===== config.mk =====
export PLATFORM = sky130hd
export DESIGN_NAME = pin_mux_status
export DESIGN_NICKNAME = d
export VERILOG_FILES = /design/src/inc/pin_mux_pkg.sv /design/src/rtl/pin_mux_status.sv /design/src/rtl/sync_stages.sv
export SDC_FILE = /design/constraint.sdc
export NUM_CORES = 1
export LEC_CHECK = 0
export BUFFER_PORTS_ARGS = -buffer_cell sky130_fd_sc_hd__buf_4
export CORE_MARGIN = 4
export CORE_UTILIZATION = 45
export CTS_CLUSTER_DIAMETER = 120
export DETAILED_ROUTE_END_ITERATION = 8
export MAX_ROUTING_LAYER = met4
export PLACE_DENSITY_LB_ADDON = 0.05
export SKIP_CTS_REPAIR_TIMING = 1
export SLEW_MARGIN = 5
export SYNTH_ARGS = -nofsm -noshare
export SYNTH_HDL_FRONTEND = slang
export SYNTH_SLANG_ARGS = --single-unit
export TNS_END_PERCENT = 10

===== constraint.sdc =====
create_clock -name mclk -period 1.5 [get_ports mclk]
set_input_delay 0.075 -clock mclk [delete_from_list [all_inputs] [get_ports mclk]]
set_output_delay 0.075 -clock mclk [all_outputs]
set_load 0.02 [all_outputs]

===== src/inc/pin_mux_pkg.sv =====
package pin_mux_pkg;

    // ****************************************************************
    // register map
    // ****************************************************************
    localparam int         ADDR_W         = 5;
    localparam int         DATA_W         = 24;
    localparam logic [4:0] OFS_PIN_SRC    = 5'h0F;
    localparam logic [4:0] OFS_BAND_STAT  = 5'h10;

    // ****************************************************************
    // field positions and reset values
    // ****************************************************************
    localparam int          SEL_LSB       = 0;
    localparam int          SEL_W         = 5;
    localparam int          TEST_BIT      = 5;
    localparam int          INHIBIT_BIT   = 6;
    localparam int          HOLD_ON_BIT   = 7;
    localparam int          PULLUP_BIT    = 8;
    localparam int          PULLDOWN_BIT  = 9;
    localparam int          BUSY_BIT      = 8;
    localparam logic [4:0]  SEL_RESET     = 5'h01;
    localparam logic [7:0]  BAND_RESET    = 8'h20;
    localparam int          SYNC_STAGES   = 2;

    // ****************************************************************
    // carriers
    // ****************************************************************
    typedef struct packed {
        logic lock_out;
        logic lock_trigger;
        logic lock_window;
        logic ring_osc;
        logic cycle_slip_guard_up;
        logic cycle_slip_guard_dn;
        logic ref_buffer;
        logic ref_divider;
        logic osc_divider;
        logic delta_sigma_modulator_clk;
        logic aux_clock;
        logic aux_serial_clk;
        logic aux_serial_en;
        logic aux_serial_data;
        logic phase_det_dn;
        logic phase_det_up;
        logic modulator_clk_delay;
        logic modulator_core_clk;
        logic int_write_strobe;
        logic frac_write_strobe;
        logic aux_serial_strobe;
        logic serial_latch_en;
        logic divider_sync_reset;
        logic seed_load_strobe;
        logic serial_out_buf_en;
        logic soft_reset_low;
        logic serial_read_active;
        logic serial_read_out;
    } pin_inputs_t;

    typedef struct packed {
        logic [4:0] sel;
        logic       test_data;
        logic       automux_inhibit;
        logic       pin_driver_hold_on;
        logic       pullup_stage_off;
        logic       pulldown_stage_off;
    } pin_ctrl_t;

    typedef struct packed {
        logic       band_search_busy;
        logic [7:0] band;
    } band_stat_t;

endpackage


===== src/rtl/pin_mux_status.sv =====
`timescale 1ns/100ps
`default_nettype none
module pin_mux_status
    import pin_mux_pkg::*;
(
    input  wire logic              mclk,
    input  wire logic              rst,
    input  wire logic [ADDR_W-1:0] reg_addr,
    input  wire logic [DATA_W-1:0] reg_wdata,
    input  wire logic              reg_wr,
    input  wire logic              reg_rd,
    output logic      [DATA_W-1:0] reg_rdata,
    input  wire pin_inputs_t       pin_src,
    input  wire logic              search_busy,
    input  wire logic              search_done,
    input  wire logic [7:0]        search_band,
    output logic                   lock_serial_out_pin_o,
    output logic                   lock_serial_out_pin_oe,
    output logic                   pullup_stage_off,
    output logic                   pulldown_stage_off
);

    // ****************************************************************
    // state
    // ****************************************************************
    typedef struct packed {
        pin_ctrl_t         ctrl;
        band_stat_t        stat;
        logic [DATA_W-1:0] rdata;
        logic              pin;
        logic              oe;
    } top_state_t;

    top_state_t  state_reg;
    top_state_t  state_next;
    pin_inputs_t src;
    logic        gpo;

    // ****************************************************************
    // input synchronisers
    // ****************************************************************
    sync_stages #(
        .W ($bits(pin_inputs_t))
    ) u_sync (
        .mclk (mclk),
        .rst  (rst),
        .din  (pin_src),
        .dout (src)
    );

    // ****************************************************************
    // source selection
    // ****************************************************************
    always_comb begin
        unique case (state_reg.ctrl.sel)
            5'h00: gpo = state_reg.ctrl.test_data;
            5'h01: gpo = src.lock_out;
            5'h02: gpo = src.lock_trigger;
            5'h03: gpo = src.lock_window;
            5'h04: gpo = src.ring_osc;
            5'h05: gpo = src.cycle_slip_guard_up;
            5'h06: gpo = src.cycle_slip_guard_dn;
            5'h07: gpo = 1'b0;
            5'h08: gpo = src.ref_buffer;
            5'h09: gpo = src.ref_divider;
            5'h0A: gpo = src.osc_divider;
            5'h0B: gpo = src.delta_sigma_modulator_clk;
            5'h0C: gpo = src.aux_clock;
            5'h0D: gpo = src.aux_serial_clk;
            5'h0E: gpo = src.aux_serial_en;
            5'h0F: gpo = src.aux_serial_data;
            5'h10: gpo = src.phase_det_dn;
            5'h11: gpo = src.phase_det_up;
            5'h12: gpo = src.modulator_clk_delay;
            5'h13: gpo = src.modulator_core_clk;
            5'h14: gpo = src.int_write_strobe;
            5'h15: gpo = src.frac_write_strobe;
            5'h16: gpo = src.aux_serial_strobe;
            5'h17: gpo = src.serial_latch_en;
            5'h18: gpo = src.divider_sync_reset;
            5'h19: gpo = src.seed_load_strobe;
            5'h1A: gpo = 1'b0;
            5'h1B: gpo = 1'b0;
            5'h1C: gpo = 1'b0;
            5'h1D: gpo = 1'b0;
            5'h1E: gpo = src.serial_out_buf_en;
            5'h1F: gpo = src.soft_reset_low;
        endcase
    end

    // ****************************************************************
    // next state
    // ****************************************************************
    always_comb begin
        state_next = state_reg;
        if (reg_wr && reg_addr == OFS_PIN_SRC) begin
            state_next.ctrl.sel =
                reg_wdata[SEL_LSB +: SEL_W];
            state_next.ctrl.test_data = reg_wdata[TEST_BIT];
            state_next.ctrl.automux_inhibit = reg_wdata[INHIBIT_BIT];
            state_next.ctrl.pin_driver_hold_on = reg_wdata[HOLD_ON_BIT];
            state_next.ctrl.pullup_stage_off = reg_wdata[PULLUP_BIT];
            state_next.ctrl.pulldown_stage_off = reg_wdata[PULLDOWN_BIT];
        end
        // band code 0 is the fastest band, as delivered by the search
        if (search_done) begin
            state_next.stat.band = search_band;
        end
        state_next.stat.band_search_busy = search_busy;
        if (reg_rd) begin
            unique case (reg_addr)
                OFS_PIN_SRC: state_next.rdata =
                    {{(DATA_W - 10){1'b0}}, state_reg.ctrl.pulldown_stage_off,
                     state_reg.ctrl.pullup_stage_off,
                     state_reg.ctrl.pin_driver_hold_on,
                     state_reg.ctrl.automux_inhibit,
                     state_reg.ctrl.test_data, state_reg.ctrl.sel};
                OFS_BAND_STAT: state_next.rdata =
                    {{(DATA_W - 9){1'b0}}, state_reg.stat};
                default: state_next.rdata = '0;
            endcase
        end
        if (!state_reg.ctrl.automux_inhibit && src.serial_read_active) begin
            state_next.pin = src.serial_read_out;
        end else begin
            state_next.pin = gpo;
        end
        state_next.oe = state_reg.ctrl.pin_driver_hold_on
                      | src.serial_read_active;
    end

    always_ff @(posedge mclk) begin
        if (rst) begin
            state_reg                  <= '0;
            state_reg.ctrl.sel         <= SEL_RESET;
            state_reg.stat.band        <= BAND_RESET;
        end else begin
            state_reg <= state_next;
        end
    end

    // ****************************************************************
    // outputs
    // ****************************************************************
    assign reg_rdata              = state_reg.rdata;
    assign lock_serial_out_pin_o  = state_reg.pin;
    assign lock_serial_out_pin_oe = state_reg.oe;
    assign pullup_stage_off       = state_reg.ctrl.pullup_stage_off;
    assign pulldown_stage_off     = state_reg.ctrl.pulldown_stage_off;

endmodule
`default_nettype wire


===== src/rtl/sync_stages.sv =====
`timescale 1ns/100ps
`default_nettype none
module sync_stages
    import pin_mux_pkg::*;
#(
    parameter int W = 1
) (
    input  wire logic         mclk,
    input  wire logic         rst,
    input  wire logic [W-1:0] din,
    output logic      [W-1:0] dout
);

    // ****************************************************************
    // two flop synchroniser
    // ****************************************************************
    typedef struct packed {
        logic [W-1:0] first;
        logic [W-1:0] second;
    } sync_state_t;

    sync_state_t state_reg;
    sync_state_t state_next;

    always_comb begin
        state_next.first  = din;
        state_next.second = state_reg.first;
    end

    always_ff @(posedge mclk) begin
        if (rst) begin
            state_reg <= '0;
        end else begin
            state_reg <= state_next;
        end
    end

    assign dout = state_reg.second;

endmodule
`default_nettype wire

After elaboration in Yosys (flattened, before gate mapping)
Index checks and enable logic that the tools add are counted.

cells by class
  bitwise gates (word level) = 1
  reduce and logical (&&, ||, !) cells = 5
  equal/unequal tests = 33
  muxes and demuxes = 3

operators with widths
  operator                                        count
  == test 5 bit (second input constant)           17
  == test 5 x 4 -> 1 bit (second input constant)  9
  one-hot mux 1 bit (28 select lines)             1
  == test 5 x 3 -> 1 bit (second input constant)  4
  one-hot mux 10 bit (2 select lines)             1
  == test 5 x 2 -> 1 bit (second input constant)  2
  == test 5 x 1 -> 1 bit (second input constant)  1
  zero test 5 bit                                 1
  OR reduction 5 bit                              1
  logical AND 1 bit                               2
  zero test 1 bit                                 1
  2-to-1 mux 1 bit                                1
  bitwise OR 1 bit                                1

word-level totals
  register bits after elaboration = 101
  input bits = 71
  output and inout port bits = 28
  word-level logic and storage cells = 55

Longest topological paths before layout
Gate-level depths: netlist of run 1.

  word-level depth = 4
  mapped depth = 7
  gate-level depth less buffers = 5

Cells and area by module
From an unflattened synthesis of run 1, not the netlist that was laid out.

unflattened totals
  cell total of the unflattened synthesis = 326
  area, all modules = 3363.2 µm²

by module, submodules not included
  module          cells each  area each (µm²)  instances  seq. area each (µm²)
  pin_mux_status  208         1752.9           1          620.6
  sync_stages     118         1610.3           1          1121.1

Worst setup path before layout of run 1
Ideal clock, no wire load.

  path kind = register -> register
  start = register state_reg[41] (netlist bit)
  end = register state_reg (netlist bit lock_serial_out_pin_o)
  stages on the path, launching flop included = 6
  path buffers = 1
  required time = 1.366 ns
  slack = 0.079 ns
  period minus slack after synthesis = 1.421 ns
  setup time = 0.134 ns
  arrival = 1.287 ns
  cells stage by stage = dfxtp_1 buf_6 mux2_4 a32o_1 nor4_1 a211oi_1

on the way
  longest elaborated chain between the ends = 4
  elaborated cells between the ends (all ways) = 35
  those cells by class = eq/ne: 31; mux: 2; reduce/logical: 2

ends and longest elaborated chain
  item                                                            RTL line               source
  from (decl)                                                     pin_mux_status.sv:34   top_state_t state_reg;
  from (signal assigned)                                          pin_mux_status.sv:138  state_reg <= state_next;
  == test 5 bit / == test 5 x 3 -> 1 bit (equally long branches)  pin_mux_status.sv:55   unique case (state_reg.ctrl.sel)
  OR reduction 5 bit (no source line)                             --
  one-hot mux 1 bit (28 select lines) (*)                         pin_mux_status.sv:55
  2-to-1 mux 1 bit (*)                                            pin_mux_status.sv:123  if (!state_reg.ctrl.automux_inhibit && src.serial_read_active) begin

Mark *: on every way between the ends. The rest lies on a longest branch, timed or not.
A chain may end at the register's enable or synchronous reset.

Worst setup path after layout of run 1
Ends and elaborated chain as after synthesis.

==> load_flow_metrics.sql, run 1 <==
INSERT INTO impl_metrics (metric_group, metric, value, unit) VALUES
('setup_path', 'worstSetupPathType', 'reg -> reg', ''),
('drt', 'detail_route.vias_per_cell', '4.558', ''),
('pwr', 'power.share.sequential', '58.1', '%'),
('grt', 'grt_antenna_before_repair', '0', ''),
('flow_run', 'drv_cap', '0', ''),
('grt', 'grt_first_pass_wirelength', '9936', 'µm'),
('drt', 'detail_route.wl_per_cell', '12.58', 'µm'),
('sta', 'timing.final.max_slew_violations', '0', ''),
('setup_path', 'crit_family', 'flip-flops', ''),
('yosys', 'synthTopCellsByArea', 'sky130_fd_sc_hd__dfxtp_1, sky130_fd_sc_hd__nor2b_1, sky130_fd_sc_hd__buf_4', ''),
('setup_path', 'reg2reg_setup_slack', '0.04', 'ns'),
('setup_path', 'path_cells', 'mux2_4 -> a32o_2 -> nor4_2 -> a211oi_1', ''),
('worst_hold_path', 'min_to', 'state_reg[37]', ''),
('pwr', 'power.switching', '0.9441', 'mW'),
('layout', 'post_layout_util', '64.55', '%'),
('grt', 'grt_util_all_layers', '14.99', '%'),
('layout', 'area_growth', '37.15', '%'),
('yosys', 'netlist_instances', '320', ''),
('clock_network', 'clock_sink_count', '87', ''),
('worst_hold_path', 'hold_class', 'in -> reg', ''),
('yosys', 'post-synth-top-area-fraction', '53.87', '%'),
('sta', 'fmax', '683.4', 'MHz'),
('setup_path', 'startpoint_type', 'flop', ''),
('yosys', 'yosysWarnings', '0', ''),
('outcome', 'result_of_the_run', 'finished with violations', ''),
('yosys', 'yosys.area.top_type', 'sky130_fd_sc_hd__dfxtp_1', ''),
('grt', 'grt_max_degree', '50', ''),
('grt', 'first_global_vias', '2112', ''),
('yosys', 'synth-seq-area-share', '53.87', '%'),
('pwr', 'power.density', '946.1', 'mW/mm²'),
('drt', 'drt_first_pass_iters', '4', ''),
('floorplan', 'coreArea', '0.006869', 'mm²'),
('setup_path', 'r2r_cells', '4', ''),
('layout', 'final_layout_size_suffix_gt1_share', '26.96', '%'),
('clock_network', 'worst_setup_hold_path_clk_slew', '0.08', 'ns'),
('placed_design', 'numPortBuffers', '70', ''),
('sta', 'period_minus_slack', '1.463', 'ns'),
('drt', 'drt-initial-drc-count', '58', ''),
('pwr', 'peakVddDrop', '0.6116', 'mV'),
('worst_hold_path', 'worstHoldPathCells', '3', ''),
('setup_path', 'path_buf_inv', '0', ''),
('yosys', 'postSynth.asyncResetShare', '0', '%'),
('clock_network', 'tritoncts.num_buffers', '9', ''),
('placed_design', 'dp_slack', '-0.1046', 'ns'),
('floorplan', 'std_cell_rows', '30', ''),
('drt', 'routed-via-count', '2416', ''),
('sta', 'setup-tns-final', '0', 'ns'),
('grt', 'globalRoute.totalOverflow', '0', ''),
('sta', 'timing.final.setup_violations', '0', ''),
('clock_network', 'cts_max_path_buffers', '2', ''),
('layout', 'layout.filler_cells', '619', ''),
('pwr', 'power_leakage', '1.842', 'nW'),
('floorplan', 'die_area', '0.008604', 'mm²'),
('setup_path', 'timing.critical_path.slowest_stage_cell', 'sky130_fd_sc_hd__dfxtp_4', ''),
('clock_network', 'h-tree-depth', '3', ''),
('sta', 'fin_worst_hold_slack', '-0.02434', 'ns'),
('sta', 'timing.final.ws_setup', '0.03677', 'ns'),
('pwr', 'fraction_of_power_consumed_by_combinational_cells', '10.8', '%'),
('setup_path', 'regToRegStartpoint', 'state_reg[41]', ''),
('outcome', 'failing_checks', 'hold timing', ''),
('floorplan', 'io_pins', '99', ''),
('drt', 'drcViolationCount', '0', ''),
('pwr', 'clock_power_share', '31.1', '%'),
('placed_design', 'place_hpwl', '4422', 'µm'),
('placed_design', 'placedInstanceArea', '0.003790', 'mm²'),
('placed_design', 'placed_cells_incl_taps', '472', ''),
('sta', 'timing_hold_violations_final', '5', ''),
('setup_path', 'reg2reg_to', 'lock_serial_out_pin_o', ''),
('setup_path', 'required', '1.71', 'ns'),
('pwr', 'power', '4.195', 'mW'),
('clock_network', 'cts_tree', 'yes', '');
==> power by group through the flow <==
stage                     Combinational (mW)  Clock (mW)  Sequential [mW]
after floorplan                        0.241           0             2.49
after global placement                 0.357           0             2.50
after detailed placement               0.362           0             2.50
after CTS                              0.363        1.35             2.44
after global routing                   0.496        1.45             2.45
final                                  0.453        1.30             2.44
==> logic make-up (layout without fill, tap and decap cells) <==
kind of cell / Yosys count / in the layout / share of synthesized area [%]
simple gates: 128 / 128 / 22.17
flops: 87 / 87 / 53.87
buf+inv: 46 / 147 / 8.939
compound gates: 38 / 38 / 8.514
mux: 20 / 20 / 6.385
other cells: 1 / 14 / 0.1160
==> routing by layer <==
metal / vias up / wire length (µm) / GRT usage, %
met1: 1083 / 2919 / 17.92
li1: 1252 / - / -
met3: 9 / 372 / 2.924
met2: 72 / 3253 / 24.00
met4: 0 / 125 / 7.692
met5: - / 0 / -
==> tightest hold or removal path, cell delays in order <==
cell and delay, ns:
sky130_fd_sc_hd__buf_4 0.08, sky130_fd_sc_hd__mux2i_1 0.06, sky130_fd_sc_hd__nor2_1 0.08
==> cells in the mapped netlist, types with 2 or more instances <==
| library cell | count |
|---|---|
| sky130_fd_sc_hd__nand2b_1 | 2 |
| sky130_fd_sc_hd__buf_2 | 3 |
| sky130_fd_sc_hd__buf_1 | 3 |
| sky130_fd_sc_hd__nand2_1 | 8 |
| sky130_fd_sc_hd__dfxtp_1 | 87 |
| sky130_fd_sc_hd__o21ai_0 | 6 |
| sky130_fd_sc_hd__nand4_1 | 3 |
| sky130_fd_sc_hd__nand3_1 | 5 |
| sky130_fd_sc_hd__a21oi_1 | 4 |
| sky130_fd_sc_hd__and3_1 | 2 |
| sky130_fd_sc_hd__mux2i_1 | 18 |
| sky130_fd_sc_hd__nor2b_1 | 62 |
| sky130_fd_sc_hd__nor3b_1 | 3 |
| sky130_fd_sc_hd__a211o_1 | 2 |
| sky130_fd_sc_hd__buf_6 | 2 |
| sky130_fd_sc_hd__nor4_1 | 2 |
| sky130_fd_sc_hd__nand3b_1 | 2 |
| sky130_fd_sc_hd__clkbuf_1 | 11 |
| sky130_fd_sc_hd__a32o_1 | 2 |
| sky130_fd_sc_hd__nand4b_1 | 3 |
| sky130_fd_sc_hd__nor2_1 | 32 |
| sky130_fd_sc_hd__a211oi_1 | 10 |
| sky130_fd_sc_hd__buf_4 | 26 |
| sky130_fd_sc_hd__a22oi_1 | 9 |
==> worst max-delay path by stage <==
stage	startpoint	endpoint	slack, ns	depth (start not counted)
floorplan	state_reg[41]	lock_serial_out_pin_o	0.08	5
global placement	state_reg[42]	lock_serial_out_pin_o	-0.08	6
detailed placement	state_reg[41]	lock_serial_out_pin_o	-0.10	4
CTS	state_reg[41]	lock_serial_out_pin_o	-0.11	4
global route	state_reg[41]	lock_serial_out_pin_o	-0.02	5
finish	state_reg[41]	lock_serial_out_pin_o	0.04	4
==> cells in the final DEF, fill, tap and decap left out, types with 2 or more instances in the layout <==
| master | count |
|---|---|
| sky130_fd_sc_hd__buf_4 | 88 |
| sky130_fd_sc_hd__dfxtp_1 | 82 |
| sky130_fd_sc_hd__nor2b_1 | 62 |
| sky130_fd_sc_hd__dlygate4sd3_1 | 42 |
| sky130_fd_sc_hd__nor2_1 | 32 |
| sky130_fd_sc_hd__mux2i_1 | 18 |
| sky130_fd_sc_hd__conb_1 | 14 |
| sky130_fd_sc_hd__a211oi_1 | 10 |
| sky130_fd_sc_hd__a22oi_1 | 9 |
| sky130_fd_sc_hd__clkbuf_8 | 9 |
| sky130_fd_sc_hd__nand2_1 | 8 |
| sky130_fd_sc_hd__nand3_1 | 5 |
| sky130_fd_sc_hd__nand4_1 | 3 |
| sky130_fd_sc_hd__o21ai_1 | 3 |
| sky130_fd_sc_hd__nand4b_1 | 3 |
| sky130_fd_sc_hd__o21ai_0 | 3 |
| sky130_fd_sc_hd__a21oi_1 | 3 |
| sky130_fd_sc_hd__clkbuf_1 | 3 |
| sky130_fd_sc_hd__dfxtp_4 | 3 |
| sky130_fd_sc_hd__nand3b_1 | 2 |
| sky130_fd_sc_hd__nor3b_2 | 2 |
| sky130_fd_sc_hd__and3_1 | 2 |
| sky130_fd_sc_hd__mux2_4 | 2 |
| sky130_fd_sc_hd__nand2b_1 | 2 |
| sky130_fd_sc_hd__a211o_1 | 2 |
| sky130_fd_sc_hd__clkinv_2 | 2 |
| sky130_fd_sc_hd__dfxtp_2 | 2 |
==> area by class of cell <==
class	instances	area, µm²	share of cell area (%)
Sequential cell	87	1755	39.59
Multi-Input combinational cell	200	1297	29.26
Timing Repair Buffer	132	1112	25.08
Clock buffer	12	135.1	3.047
Tap cell	96	120.1	2.709
Clock inverter	2	10.01	0.2257
Inverter	1	3.754	0.08465
Power figures use the tool's default switching activity.
==> run 2: changes to the inputs <==
Settings changed: CORE_UTILIZATION 45 to 40.
==> load_flow_metrics.sql, run 2 (synthesis gave the netlist of run 1 again) <==
INSERT INTO impl_metrics (metric_group, metric, value, unit) VALUES
('setup_path', 'cp-end-kind', 'flop', ''),
('layout', 'final_net_count', '505', ''),
('setup_path', 'required', '1.72', 'ns'),
('clock_network', 'worst_setup_hold_path_clk_slew', '0.09', 'ns'),
('sta', 'fmax', '700.2', 'MHz'),
('floorplan', 'die_area', '0.009585', 'mm²'),
('floorplan', 'io_pins', '99', ''),
('placed_design', 'placedInstanceArea', '0.003810', 'mm²'),
('drt', 'drcViolationCount', '0', ''),
('pwr', 'power.share.sequential', '52.3', '%'),
('setup_path', 'critPathMaxFanout', '6', ''),
('layout', 'layout.cell_area.non_filler', '0.004548', 'mm²'),
('grt', 'grt_util_all_layers', '13.07', '%'),
('clock_network', 'clock_sink_count', '87', ''),
('setup_path', 'startpoint_type', 'flop', ''),
('setup_path', 'path_buf_inv', '0', ''),
('grt', 'globalRoute.totalOverflow', '0', ''),
('layout', 'final_layout_size_suffix_gt1_share', '26.88', '%'),
('drt', 'antenna_violating_nets_post_route', '0', ''),
('layout', 'ant_diodes', '0', ''),
('grt', 'grt_first_pass_wirelength', '9660', 'µm'),
('drt', 'routed-via-count', '2367', ''),
('pwr', 'power_report.internal_total', '3.629', 'mW'),
('drt', 'detail_route.wl_per_cell', '12.09', 'µm'),
('drt', 'drt_first_pass_iters', '4', ''),
('sta', 'timing.final.max_slew_violations', '0', ''),
('setup_path', 'timing.critical_path.slowest_stage_cell', 'sky130_fd_sc_hd__dfxtp_4', ''),
('sta', 'fin_skew', '0.008126', 'ns'),
('pwr', 'power_leakage', '1.888', 'nW'),
('floorplan', 'dieHeight', '97.91', 'µm'),
('sta', 'timing.final.setup_violations', '0', ''),
('layout', 'layout_commonest_cell', 'sky130_fd_sc_hd__buf_4', ''),
('grt', 'grt_util_met1', '16.17', '%'),
('pwr', 'power.density', '1026', 'mW/mm²'),
('clock_network', 'tritoncts.num_buffers', '9', ''),
('layout', 'final_cells', '541', ''),
('placed_design', 'numPortBuffers', '70', ''),
('outcome', 'result_of_the_run', 'finished clean', ''),
('pwr', 'switching_share', '22.25', '%'),
('setup_path', 'reg2reg_setup_slack', '0.07', 'ns'),
('layout', 'area_occupied_by_multi_input_gates', '0.001291', 'mm²'),
('grt', 'first_global_vias', '2070', ''),
('drt', 'drt-initial-drc-count', '69', ''),
('clock_network', 'cts_max_path_buffers', '2', ''),
('placed_design', 'dp_slack', '-0.03101', 'ns'),
('grt', 'globalRouteMet3Util', '4.071', '%'),
('layout', 'area.sequential', '0.001749', 'mm²'),
('setup_path', 'crit_family', 'flip-flops', ''),
('pwr', 'peakVddDrop', '0.5354', 'mV'),
('grt', 'top_usage_layer', 'met2', ''),
('drt', 'detail_route.vias_per_cell', '4.375', ''),
('floorplan', 'fp.dieW', '97.91', 'µm'),
('floorplan', 'coreArea', '0.007807', 'mm²'),
('setup_path', 'path_cells', 'mux2_4 -> a32o_1 -> nor4_2 -> a211oi_1', ''),
('grt', 'grt_max_degree', '33', ''),
('setup_path', 'timing.critical_path.slowest_cell_delay', '0.40', 'ns'),
('worst_hold_path', 'hold_class', 'in -> reg', ''),
('layout', 'most-common-layout-cells', 'sky130_fd_sc_hd__buf_4, sky130_fd_sc_hd__dfxtp_1, sky130_fd_sc_hd__nor2b_1', ''),
('floorplan', 'effective_utilization_at_floorplan', '41.41', '%'),
('pwr', 'clock_power_share', '37.7', '%'),
('grt', 'grt.met2_usage', '19.16', '%'),
('layout', 'area_growth', '40.67', '%'),
('sta', 'final_min_period_over_clock_period', '95.21', '%'),
('grt', 'grt_antenna_before_repair', '0', ''),
('sta', 'timing.final.ws_setup', '0.07192', 'ns'),
('placed_design', 'placed_cells_incl_taps', '478', ''),
('clock_network', 'cts_tree', 'yes', ''),
('sta', 'period_minus_slack', '1.428', 'ns'),
('pwr', 'power.switching', '1.038', 'mW'),
('placed_design', 'place_hpwl', '4352', 'µm'),
('sta', 'timing_hold_violations_final', '0', ''),
('flow_run', 'drv_cap', '0', ''),
('pwr', 'fraction_of_power_consumed_by_combinational_cells', '10.0', '%'),
('clock_network', 'worst_skew_pair.late_latency', '0.35', 'ns'),
('sta', 'grt_setup_unrepaired', 'no', ''),
('floorplan', 'std_cell_rows', '32', ''),
('setup_path', 'worstSetupPathType', 'reg -> reg', ''),
('placed_design', 'final_weighted_congestion_of_routability_driven_global_placement', '0.8475', ''),
('layout', 'layout.filler_cells', '700', ''),
('setup_path', 'cp.arrival', '1.65', 'ns'),
('clock_network', 'h-tree-depth', '3', ''),
('clock_network', 'cts-root-buf', 'sky130_fd_sc_hd__clkbuf_8', ''),
('drt', 'routed_wl', '6543', 'µm');
## run 2: cell count changes in the layout (fill, tap and decap cells not counted), sizes merged
cell / previous run / this run
inv: 1 / 2
clkbuf: 12 / 9
clkinv: 2 / 4
buf: 90 / 88
bufinv: 0 / 2
dlygate4sd3: 42 / 47
## run 2: power by group through the flow
stage / Sequential (mW) / Clock [mW] / Combinational, mW
finish: 2.44 / 1.76 / 0.466
global route: 2.45 / 1.93 / 0.513
CTS: 2.44 / 1.82 / 0.369
detailed placement: 2.50 / 0 / 0.368
global placement: 2.50 / 0 / 0.365
floorplan: 2.49 / 0 / 0.241
## run 2: path summary, 6_finish.rpt
| kind | cells after the start | startpoint | endpoint |
|---|---|---|---|
| setup reg to reg | 4 | state_reg[41] | lock_serial_out_pin_o |
| hold / removal | 2 | reg_rd | reg_rdata[7] |
| hold reg to reg | 1 | u_sync.state_next[1] | u_sync.dout[1] |
| setup / recovery | 4 | state_reg[41] | lock_serial_out_pin_o |
## run 2: per-stage QoR
| step | power [mW] | hold slack (ns) | setup TNS, ns | utilization (%) |
|---|---|---|---|---|
| floorplan | 2.727 | 0.1929 | 0 | - |
| global placement | 2.863 | 0.2853 | -0.03311 | 48.80 |
| detailed placement | 2.867 | 0.2891 | -0.03101 | 48.80 |
| CTS | 4.633 | -0.09457 | -0.05271 | 51.62 |
| global route | 4.896 | 0.05653 | 0 | 58.25 |
| finish | 4.667 | 0.06354 | 0 | 58.25 |
## run 2: area by class of cell
| class | count | area share, % |
|---|---|---|
| multi-input cells | 200 | 28.39 |
| clock inverters | 7 | 2.118 |
| flip-flops and latches | 87 | 38.46 |
| repair buffers | 135 | 25.42 |
| clock buffers | 9 | 2.724 |
| inverters | 1 | 0.08253 |
| well taps | 102 | 2.806 |
## run 2: per-layer routing
| metal | share of wire, % | vias up |
|---|---|---|
| li1 | - | 1260 |
| met1 | 46 | 1034 |
| met2 | 47 | 62 |
| met3 | 5.5 | 11 |
| met4 | 1.6 | 0 |
| met5 | 0 | - |
## run 2: worst register-to-register path: stages (launching register included)
cell and delay [ns]:
sky130_fd_sc_hd__dfxtp_4 0.40, sky130_fd_sc_hd__mux2_4 0.30, sky130_fd_sc_hd__a32o_1 0.26, sky130_fd_sc_hd__nor4_2 0.25, sky130_fd_sc_hd__a211oi_1 0.10
